## src/inc/irq_ctrl_regs.svh

```systemverilog
// register offsets, field positions, reset values and vectors of the interrupt controller
// assumes a byte-addressed apb slave with one aligned 32-bit word per register
`ifndef IRQ_CTRL_REGS_SVH
`define IRQ_CTRL_REGS_SVH

// ----------------------------------------------------------------
// register byte offsets
// ----------------------------------------------------------------
`define OFF_IRQ_FLAG_REGISTER_0 8'h00
`define OFF_IRQ_FLAG_REGISTER_1 8'h04
`define OFF_IRQ_FLAG_REGISTER_2 8'h08
`define OFF_IRQ_MASK_REGISTER_1 8'h0C
`define OFF_IRQ_MASK_REGISTER_2 8'h10
`define OFF_CORE_STATUS         8'h14

// ----------------------------------------------------------------
// field positions
// ----------------------------------------------------------------
`define LOW_GROUP_WIDTH         8
`define HIGH_GROUP_WIDTH        7
`define INPUT_CHANGE_FLAG_BIT   0
`define INPUT_CHANGE_MASK_BIT   7
`define STATUS_GLOBAL_BIT       0
`define STATUS_IN_SERVICE_BIT   1
`define STATUS_LAST_SRC_LSB     4
`define STATUS_LAST_SRC_MSB     7

// ----------------------------------------------------------------
// reset values
// ----------------------------------------------------------------
`define MASK_RESET              15'h0000
`define GLOBAL_ENABLE_RESET     1'b0

// ----------------------------------------------------------------
// vector addresses, index 0 is reset, 15 is the lowest priority
// ----------------------------------------------------------------
`define VEC_0  16'h0000
`define VEC_1  16'h0003
`define VEC_2  16'h0006
`define VEC_3  16'h0009
`define VEC_4  16'h000F
`define VEC_5  16'h0012
`define VEC_6  16'h0015
`define VEC_7  16'h0018
`define VEC_8  16'h001B
`define VEC_9  16'h0021
`define VEC_10 16'h0024
`define VEC_11 16'h0027
`define VEC_12 16'h002A
`define VEC_13 16'h0030
`define VEC_14 16'h0033
`define VEC_15 16'h0036

`endif

```

## src/inc/irq_ctrl_pkg.sv

```systemverilog
// types shared by the interrupt controller files
// assumes nothing beyond a systemverilog compiler
package irq_ctrl_pkg;

	localparam int NSRC = 15;

	typedef struct packed {
		logic flag;
	} flag_state_t;

	typedef struct packed {
		logic [NSRC-1:0] mask;
		logic            ic_mask;
		logic            global_en;
		logic            in_service;
		logic            redirect;
		logic [15:0]     vec;
		logic [15:0]     ret;
		logic [3:0]      last_src;
		logic [31:0]     prdata;
		logic            pready;
		logic            pslverr;
		logic            irq;
	} ctrl_state_t;

endpackage

```

## src/hw/flag_bit.sv

```systemverilog
// one sticky interrupt flag: set by a hardware event, cleared by software
// assumes set and clear are synchronous to pclk; set wins over clear
module flag_bit (
	input  wire logic pclk,     // clock
	input  wire logic presetn,  // async reset, active low
	input  wire logic ce,       // clock enable
	input  wire logic set_evt,  // event pulse or level
	input  wire logic clr,      // write-one-to-clear strobe
	output logic      flag_q    // sticky flag
);

	irq_ctrl_pkg::flag_state_t q;
	irq_ctrl_pkg::flag_state_t d;

	always_comb begin
		d = q;
		if (clr)
			d.flag = 1'b0;
		// an event in the clearing cycle must not be lost
		if (set_evt)
			d.flag = 1'b1;
	end

	always_ff @(posedge pclk or negedge presetn) begin
		if (!presetn)
			q <= '0;
		else if (ce)
			q <= d;
	end

	assign flag_q = q.flag;

endmodule

```

## src/hw/vectored_interrupt_controller.sv

```systemverilog
// vectored interrupt controller: sticky flags, masks, global enable, fetch redirect
// assumes the core pulses its instruction strobes for one cycle while ce is high
// and loads redirect/vector_addr into its fetch address on the following edge
`include "irq_ctrl_regs.svh"

module vectored_interrupt_controller #(
	parameter int ADDR_W = 12
) (
	input  wire logic              pclk,                              // clock, 20 MHz
	input  wire logic              presetn,                           // async reset, active low
	input  wire logic              ce,                                // clock enable
	input  wire logic              psel,                              // apb select
	input  wire logic              penable,                           // apb enable
	input  wire logic              pwrite,                            // apb direction
	input  wire logic [7:0]        paddr,                             // apb byte address
	input  wire logic [31:0]       pwdata,                            // apb write data
	output logic      [31:0]       prdata,                            // apb read data
	output logic                   pready,                            // apb ready
	output logic                   pslverr,                           // apb error
	input  wire logic [14:0]       src_event,                         // source events, bit0 = rank 1
	input  wire logic              input_change_event,                // pin input-change event
	input  wire logic              global_irq_on_instruction,         // enable-interrupts executed
	input  wire logic              global_irq_off_instruction,        // disable-interrupts executed
	input  wire logic              return_from_service_instruction,   // return-from-interrupt executed
	input  wire logic [ADDR_W-1:0] next_pc,                           // sequential fetch address
	output logic                   redirect,                          // fetch from vector_addr
	output logic      [ADDR_W-1:0] vector_addr,                       // vector to fetch from
	output logic      [ADDR_W-1:0] return_addr,                       // saved return address
	output logic                   global_enable,                     // global interrupt enable
	output logic                   irq                                // any unmasked flag set
);

	localparam int NSRC = irq_ctrl_pkg::NSRC;
	localparam int LOW  = `LOW_GROUP_WIDTH;
	localparam int HIGH = `HIGH_GROUP_WIDTH;

	// ----------------------------------------------------------------
	// vector table
	// ----------------------------------------------------------------
	localparam logic [15:0] VEC_TAB [16] = '{
		`VEC_0,  `VEC_1,  `VEC_2,  `VEC_3,  `VEC_4,  `VEC_5,  `VEC_6,  `VEC_7,
		`VEC_8,  `VEC_9,  `VEC_10, `VEC_11, `VEC_12, `VEC_13, `VEC_14, `VEC_15
	};

	irq_ctrl_pkg::ctrl_state_t q;
	irq_ctrl_pkg::ctrl_state_t d;

	logic [NSRC:0]   set_all;
	logic [NSRC:0]   clr_all;
	logic [NSRC:0]   flag_all;
	logic [NSRC-1:0] flags;
	logic            ic_flag;
	logic [NSRC-1:0] pending;
	logic [NSRC-1:0] eligible;
	logic [3:0]      sel;
	logic            setup;
	logic            wr_done;
	logic            mapped;
	logic [31:0]     rd_word;

	// lowest index wins; scan downward so the last hit is the winner
	function automatic logic [3:0] pick(input logic [NSRC-1:0] r);
		logic [3:0] s;
		s = 4'h0;
		for (int i = NSRC - 1; i >= 0; i--) begin
			if (r[i])
				s = 4'(i);
		end
		return s;
	endfunction

	// ----------------------------------------------------------------
	// sticky flags
	// ----------------------------------------------------------------
	// the input-change flag only latches while its own mask allows it
	assign set_all = {input_change_event & q.ic_mask, src_event};

	for (genvar i = 0; i <= NSRC; i++) begin : g_flag
		flag_bit u_flag (
			.pclk    (pclk),
			.presetn (presetn),
			.ce      (ce),
			.set_evt (set_all[i]),
			.clr     (clr_all[i]),
			.flag_q  (flag_all[i])
		);
	end

	assign flags   = flag_all[NSRC-1:0];
	assign ic_flag = flag_all[NSRC];

	// ----------------------------------------------------------------
	// request selection
	// ----------------------------------------------------------------
	assign pending  = flags & q.mask;
	// the watchdog source (rank 1) is gated by its own enable only
	assign eligible = pending & {{(NSRC-1){q.global_en}}, 1'b1};
	assign sel      = pick(eligible);

	// ----------------------------------------------------------------
	// apb decode
	// ----------------------------------------------------------------
	assign setup   = psel & ~penable;
	assign wr_done = psel & penable & q.pready & pwrite & ~q.pslverr;

	always_comb begin
		mapped  = 1'b1;
		rd_word = 32'h0000_0000;
		unique case (paddr)
			`OFF_IRQ_FLAG_REGISTER_0:
				rd_word[LOW-1:0] = flags[LOW-1:0];
			`OFF_IRQ_FLAG_REGISTER_1:
				rd_word[HIGH-1:0] = flags[NSRC-1:LOW];
			`OFF_IRQ_FLAG_REGISTER_2:
				rd_word[`INPUT_CHANGE_FLAG_BIT] = ic_flag;
			`OFF_IRQ_MASK_REGISTER_1:
				rd_word[LOW-1:0] = q.mask[LOW-1:0];
			`OFF_IRQ_MASK_REGISTER_2: begin
				rd_word[HIGH-1:0]               = q.mask[NSRC-1:LOW];
				rd_word[`INPUT_CHANGE_MASK_BIT] = q.ic_mask;
			end
			`OFF_CORE_STATUS: begin
				rd_word[`STATUS_GLOBAL_BIT]                         = q.global_en;
				rd_word[`STATUS_IN_SERVICE_BIT]                     = q.in_service;
				rd_word[`STATUS_LAST_SRC_MSB:`STATUS_LAST_SRC_LSB] = q.last_src;
			end
			default:
				mapped = 1'b0;
		endcase
	end

	// write-one-to-clear strobes for the flag registers
	always_comb begin
		clr_all = '0;
		if (wr_done) begin
			unique case (paddr)
				`OFF_IRQ_FLAG_REGISTER_0:
					clr_all[LOW-1:0] = pwdata[LOW-1:0];
				`OFF_IRQ_FLAG_REGISTER_1:
					clr_all[NSRC-1:LOW] = pwdata[HIGH-1:0];
				`OFF_IRQ_FLAG_REGISTER_2:
					clr_all[NSRC] = pwdata[`INPUT_CHANGE_FLAG_BIT];
				default:
					clr_all = '0;
			endcase
		end
	end

	// ----------------------------------------------------------------
	// next state
	// ----------------------------------------------------------------
	always_comb begin
		d = q;

		// one-cycle access phase: ready and data are set up in the setup cycle
		d.pready  = setup;
		d.pslverr = setup & ~mapped;
		if (setup)
			d.prdata = rd_word;

		if (wr_done) begin
			unique case (paddr)
				`OFF_IRQ_MASK_REGISTER_1:
					d.mask[LOW-1:0] = pwdata[LOW-1:0];
				`OFF_IRQ_MASK_REGISTER_2: begin
					d.mask[NSRC-1:LOW] = pwdata[HIGH-1:0];
					d.ic_mask          = pwdata[`INPUT_CHANGE_MASK_BIT];
				end
				default:
					d.mask = q.mask;
			endcase
		end

		if (global_irq_off_instruction)
			d.global_en = 1'b0;
		if (global_irq_on_instruction)
			d.global_en = 1'b1;
		if (return_from_service_instruction) begin
			d.global_en  = 1'b1;
			d.in_service = 1'b0;
		end

		// redirect is a single-cycle pulse; no new take while one is outstanding
		d.redirect = 1'b0;
		if ((|eligible) && !q.redirect) begin
			d.redirect   = 1'b1;
			d.vec        = VEC_TAB[4'(sel + 4'h1)];
			d.ret        = 16'(next_pc);
			d.global_en  = 1'b0;
			d.in_service = 1'b1;
			d.last_src   = 4'(sel + 4'h1);
		end

		d.irq = (|pending) | (ic_flag & q.ic_mask);
	end

	// ----------------------------------------------------------------
	// state register
	// ----------------------------------------------------------------
	// reset leaves a redirect to vector 0 pending so the core starts there
	always_ff @(posedge pclk or negedge presetn) begin
		if (!presetn) begin
			q            <= '0;
			q.mask       <= `MASK_RESET;
			q.global_en  <= `GLOBAL_ENABLE_RESET;
			q.redirect   <= 1'b1;
			q.vec        <= `VEC_0;
		end else if (ce) begin
			q <= d;
		end
	end

	// ----------------------------------------------------------------
	// outputs
	// ----------------------------------------------------------------
	assign prdata        = q.prdata;
	assign pready        = q.pready;
	assign pslverr       = q.pslverr;
	assign redirect      = q.redirect;
	assign vector_addr   = q.vec[ADDR_W-1:0];
	assign return_addr   = q.ret[ADDR_W-1:0];
	assign global_enable = q.global_en;
	assign irq           = q.irq;

endmodule

```

## config.mk

```make
export PLATFORM = sky130hd
export DESIGN_NAME = vectored_interrupt_controller
export DESIGN_NICKNAME = d
export VERILOG_FILES = /design/src/inc/irq_ctrl_pkg.sv /design/src/hw/flag_bit.sv /design/src/hw/vectored_interrupt_controller.sv
export VERILOG_INCLUDE_DIRS = /design/src /design/src/inc
export SDC_FILE = /design/constraint.sdc
export NUM_CORES = 1
export LEC_CHECK = 0
export BUFFER_PORTS_ARGS = -buffer_cell sky130_fd_sc_hd__buf_2
export CORE_MARGIN = 1.5
export CORE_UTILIZATION = 54
export DETAILED_ROUTE_END_ITERATION = 12
export PLACE_DENSITY_LB_ADDON = 0.25
export SYNTH_ARGS = -nofsm -noshare
export SYNTH_HDL_FRONTEND = slang
export SYNTH_SLANG_ARGS = --single-unit
```

## constraint.sdc

```tcl
create_clock -name pclk -period 6.3 [get_ports pclk]
set_input_delay 0.63 -clock pclk [delete_from_list [all_inputs] [get_ports pclk]]
set_output_delay 0.63 -clock pclk [all_outputs]
set_load 0.02 [all_outputs]
```

After elaboration in Yosys (flattened, before gate mapping)
Memory sizes are Yosys's and may differ from the RTL's.
Index checks and enable logic that the tools add are counted.
Cells by class
  $add $sub $neg: 1
  multipliers: 0
  divide/modulo/power cells: 0
  $lt $le $gt $ge: 1
  eq/ne operators: 5
  shift operators: 0
  mux-type cells: 63
  bitwise gates (word level): 15
  reduce and logical (&&, ||, !) cells: 46
Operator list (number)
  4-bit 2-to-1 mux: 15
  16-bit 2-to-1 mux: 3
  2-bit AND reduction: 20
  39-bit 2-to-1 mux: 1
  1-bit 2-to-1 mux: 36
  2-bit nonzero test: 17
  15-bit bitwise AND: 2
  15-bit OR reduction: 2
  8-bit by 4-bit equality test with 1-bit output (second input constant): 2
  8-bit by 5-bit equality test with 1-bit output (second input constant): 2
  3-bit one-hot mux with 5 select lines: 1
  1-bit bitwise AND: 8
  8-bit by 3-bit equality test with 1-bit output (second input constant): 1
  8-bit logical NOT: 1
  8-bit 2-to-1 mux: 1
  2-bit one-hot mux with 4 select lines: 1
  7-bit 2-to-1 mux: 1
  1-bit one-hot mux with 6 select lines: 1
  3-bit AND reduction: 2
  6-bit OR reduction: 1
  5-bit greater-or-equal comparator (second input constant): 1
  4-bit inverter with 5-bit output: 1
  1-bit one-hot mux with 5 select lines: 1
  4-bit by 1-bit adder with 4-bit output (second input constant): 1
  7 further kinds: 9
Storage, ports and cells
  flip-flop bits (word level): 78
  latch bits: 0
  bits in writable memories: 0
  ROM bits: 256
  bits of input ports: 77
  output and inout bits: 61
  word-level logic and storage cells: 161
  memories kept: 1
Memory list
  (no name shown): words 16, width 16, rd ports 1, clocked after memory_dff 0, write ports 0, RTL line vectored_interrupt_controller.sv:187  | d.vec = VEC_TAB[4'(sel + 4'h1)];

Longest topological paths before layout
  depth in word-level cells: 23
  gate-level depth with buffers: 13
  depth with buffers taken out: 13

Modules after synthesis
A second synthesis with hierarchy kept.
Unflattened totals
  cell total of the unflattened synthesis: 409
  area total of the unflattened synthesis: 3983.8 sq um
By module, submodules not included
  vectored_interrupt_controller: times used 1, cells each 361, area each 3383.2 sq um, sequential area each 1302.5 sq um
  flag_bit: times used 16, cells each 3, area each 37.5 sq um, sequential area each 25.0 sq um

Worst setup path before layout
Ideal clock, no wire load.
  kind: flip-flop to flip-flop
  from: register g_flag[10].u_flag.q
  to: register q (netlist bit vector_addr[2])
  library setup time: 0.126 ns
  arrival: 2.621 ns
  slack: 3.553 ns
  cell stages (with the launch flop): 13
  period minus slack after synthesis: 2.747 ns
  path through: dfrtp_1 -> a22o_1 -> a311oi_2 -> o211ai_2 -> nand3_1 -> inv_1 -> ha_1 -> inv_1 -> nand3_1 -> o221ai_2 -> nor2_1 -> a21o_1 -> a221o_1
Between the ends
  cells in the longest elaborated chain, start to end: 18
  elaborated cells between the ends (all ways): 21
RTL lines
  start, declared: RTL line flag_bit.sv:12  | irq_ctrl_pkg::flag_state_t q;
  start signal, assigned: RTL line flag_bit.sv:26  | q <= '0;
  start signal, assigned: RTL line flag_bit.sv:28  | q <= d;
  15-bit bitwise AND (*): RTL line vectored_interrupt_controller.sv:95  | assign pending = flags & q.mask;
  15-bit bitwise AND (*): RTL line vectored_interrupt_controller.sv:97  | assign eligible = pending & {{(NSRC-1){q.global_en}}, 1'b1};
  4-bit 2-to-1 mux (11 in a row): RTL line vectored_interrupt_controller.sv:66  | if (r[i])
  4-bit by 1-bit adder with 4-bit output: RTL line vectored_interrupt_controller.sv:187
  4-bit inverter with 5-bit output (implied by the code): RTL line vectored_interrupt_controller.sv:187
  memory read 16 x 16 bit
  16-bit 2-to-1 mux (implied by the code) (2 in a row): RTL line vectored_interrupt_controller.sv:187
  end, declared: RTL line vectored_interrupt_controller.sv:45  | irq_ctrl_pkg::ctrl_state_t q;
Mark *: on every way between the ends. The rest lies on a longest branch, timed or not. The select of a mux whose other input is x is not followed.
A chain may end at the register's enable or synchronous reset.

Final worst setup path
  from: register q[80] (netlist name)
  to: register q (netlist bit vector_addr[2])
Between the ends
  cells in the longest elaborated chain, start to end: 13
  elaborated cells between the ends (all ways): 16
RTL lines (RTL line)
  15-bit bitwise AND (*): vectored_interrupt_controller.sv:95
  15-bit bitwise AND (*): vectored_interrupt_controller.sv:97
  4-bit 2-to-1 mux (6 in a row): vectored_interrupt_controller.sv:66
  4-bit by 1-bit adder with 4-bit output: vectored_interrupt_controller.sv:187
  4-bit inverter with 5-bit output (implied by the code): vectored_interrupt_controller.sv:187
  memory read 16 x 16 bit
  16-bit 2-to-1 mux (implied by the code) (2 in a row): vectored_interrupt_controller.sv:187
Marks and branches as above.

==> impl_metrics.tcl <==
set metrics [dict create \
    outcome "finished, final reports clean" \
    cp.arrival_ps 3560 \
    start_util 0.565 \
    worst_slew_pin_slew_ps 1120 \
    yosysWarnings 0 \
    synth_async_sr_flop_share 1.00 \
    clkTransAtPathRegs_ps 70 \
    p_int_mw 0.707 \
    slew_violations 0 \
    port-buffer-count 83 \
    coreArea_sq_mm 0.00691 \
    clockPowerShare 0.419 \
    fin_setup_tns_ps 0 \
    cp_slowest_cell "dfrtp_1" \
    use_met1 0.360 \
    gp_congestion 0.878 \
    rsz0062_at_grt "false" \
    avgSynthCellArea_sq_um 9.71 \
    vdd_ir_drop_max_uv 128 \
    wl_um 9120 \
    fin_worst_skew_ps 11.8 \
    syn_to_final_growth_pct 9.14 \
    clk_latency_ps 340 \
    pin_count 138 \
    cts_max_path_buffers 2 \
    seq_area_sq_mm 0.00170 \
    required_ps 6520 \
    grt_use_met2 0.382 \
    p_seq_frac 0.483 \
    drv_cap 0 \
    detail_route.vias_per_cell 5.61 \
    drive_above_1_share 0.285 \
    track_usage 0.249 \
    finalCritPeriodShare 0.530 \
    cellLeakagePower_nw 2.13 \
    wl_per_cell_um 16.4 \
    hold_buffers 0 \
    fp-row-count 30 \
    fillers 629 \
    power_frac_comb 0.098 \
    start_kind "flop" \
    grt_overflow 0 \
    multi_input_area_sq_mm 0.00177 \
    cts_root_buf "clkbuf_8" \
    setup_viol 0 \
    ant_nets 0 \
    vias 3115 \
    finalHoldViolations 0 \
    synth_area_sq_mm 0.00390 \
    dpl.hpwl_um 6570 \
    die_w_um 88.0 \
    cts_buffers 9 \
    fin_util 0.617 \
    top_usage_layer "met2" \
    cts_resized 0 \
    end_kind "flop" \
    cts.sinks 68 \
    synth-edff-count 0 \
    postSynth.topFlopCell "dfrtp_1" \
    drc 0 \
    relSlewSlack 0.247 \
    fp.dieH_um 88.0 \
    swShare 0.247 \
    grt_pass1_vias 2846 \
    criticalPathCategory "flop to flop" \
    path_max_fanout 8 \
    synth_cell_types 53 \
    min_period_ps 3340 \
    synth-seq-area-share 0.436 \
    drtIter0Drc 289 \
    antenna_found_initial 0 \
    grt_max_degree 69 \
    dr.pass1.iters 6 \
    p_sw_mw 0.232 \
    hp-class "flop to flop" \
    cts_tree "done" \
    n_antenna_cell 0 \
    fmax_mhz 300 \
    p_per_area_mw_per_mm2 220 \
    hold_ws_ps 472 \
    grtUsageMet3 0.0424 \
    cp_cell_sequence "a22oi_1, o21ai_0, o211ai_2, nand3_1, inv_1, ha_1, nand3_1, o221ai_2, nor2_1, a21o_1, a221o_1" \
    slowest_delay_ps 440 \
    cpMostUsedCell "nand3_1" \
    postCtsSetupBuffers 0 \
    fin_nets 534 \
    grt_pass1_wl_um 14700 \
    synth_cells 402 \
    ys_ff_latch 68 \
    cts_max_level 3 \
    dieArea_sq_mm 0.00775 \
]
[layout make-up]
cell class,instances,area share
tap,96,0.0282
sequential,68,0.400
clock buffer,11,0.0332
timing repair buffer,84,0.0993
clock inverter,5,0.0176
inverter,6,0.00529
multi-input combinational,285,0.417
[sequential cells by signal, indices dropped and copies added (netlist names)]
name and cells:
vector_addr 6, global_enable 1, irq 1, prdata 8, pready 1, g_flag.u_flag.flag_q 16, pslverr 1, redirect 1
q 21, return_addr 12
[power by group through the flow]
stage	sequential [mW]	combinational (mW)	clock, mW
global route	0.455	0.103	0.420
global placement	0.462	0.0904	0
finish	0.454	0.0918	0.393
CTS	0.454	0.0927	0.398
floorplan	0.463	0.0719	0
detailed placement	0.462	0.0924	0
[synthesized netlist by cell type (4+ instances only)]
| cell | n | area, sq um |
|---|---|---|
| nand2_1 | 86 | 323 |
| dfrtp_1 | 67 | 1680 |
| buf_4 | 57 | 428 |
| mux2_2 | 22 | 248 |
| a22o_1 | 18 | 158 |
| nor2_1 | 15 | 56.3 |
| o21ai_0 | 15 | 75.1 |
| a22oi_1 | 10 | 75.1 |
| a222oi_1 | 9 | 90.1 |
| clkbuf_1 | 8 | 30.0 |
| nand3_1 | 8 | 40.0 |
| a21o_1 | 6 | 45.0 |
| a21oi_1 | 6 | 30.0 |
| inv_1 | 6 | 22.5 |
| nor3_1 | 5 | 25.0 |
| and3_1 | 4 | 25.0 |
| buf_2 | 4 | 20.0 |
| nor2b_1 | 4 | 25.0 |
[kinds of logic after synthesis]
kind of cell / Yosys count / share of synthesized area
other: 1 / 0.000961
multiplexers: 23 / 0.0660
adder cells (fa/ha/maj): 3 / 0.00962
flip-flops: 68 / 0.436
AND/OR/NAND/NOR: 135 / 0.154
buffers and inverters: 78 / 0.137
AO/OA/AOI/OAI: 94 / 0.197
[stage by stage]
stage / cells / setup slack (ps) / instance area [sq um] / power [mW]
after global routing: 555 / 2610 / 4260 / 0.977
after floorplan: 431 / 3550 / 4010 / 0.535
after CTS: 555 / 3050 / 4260 / 0.945
after global placement: 539 / 3170 / 4040 / 0.552
final: 555 / 2960 / 4260 / 0.939
after detailed placement: 539 / 3110 / 4040 / 0.554
[critical path: cells and delay by family (launching register included)]
kind	cells	cell delay [ps]
adders and majority gates	1	280
and+or+nand+nor	3	520
AOI/OAI and AO/OA	6	1790
buffers and inverters	1	200
DFF	1	440
[layer usage]
metal | routed length [um] | vias to the layer above
met2 | 4160 | 157
met5 | 0 | -
met1 | 4210 | 1489
met3 | 616 | 13
li1 | - | 1456
met4 | 127 | 0
[path summary, 6_finish.rpt]
kind,startpoint,end,slack (ps),depth (start not counted)
worst max register to register,q[80],vector_addr[2],2960,11
worst min register to register,return_addr[4],return_addr[4],470,2
min in group asynchronous,presetn,g_flag[2].u_flag.flag_q,480,2
worst max-delay path,q[80],vector_addr[2],2960,11
max in group asynchronous,presetn,vector_addr[4],5270,2
worst min-delay path,return_addr[4],return_addr[4],470,2
[placed cells by master, fill, tap and decap left out, types with 3 or more instances in the layout]
cell	n
mux2_2	22
a22oi_1	10
and3_1	4
nor3_1	5
nand2_1	86
a222oi_1	9
nor2b_1	4
dfrtp_1	67
o21ai_0	15
a21oi_1	6
clkinv_2	3
conb_1	30
nor2_1	15
a21o_1	6
a22o_1	18
inv_1	6
clkbuf_8	10
o31ai_1	3
buf_2	83
and2_1	3
ha_1	3
nand3_1	8
No activity file was read; power rests on OpenSTA's default activity.
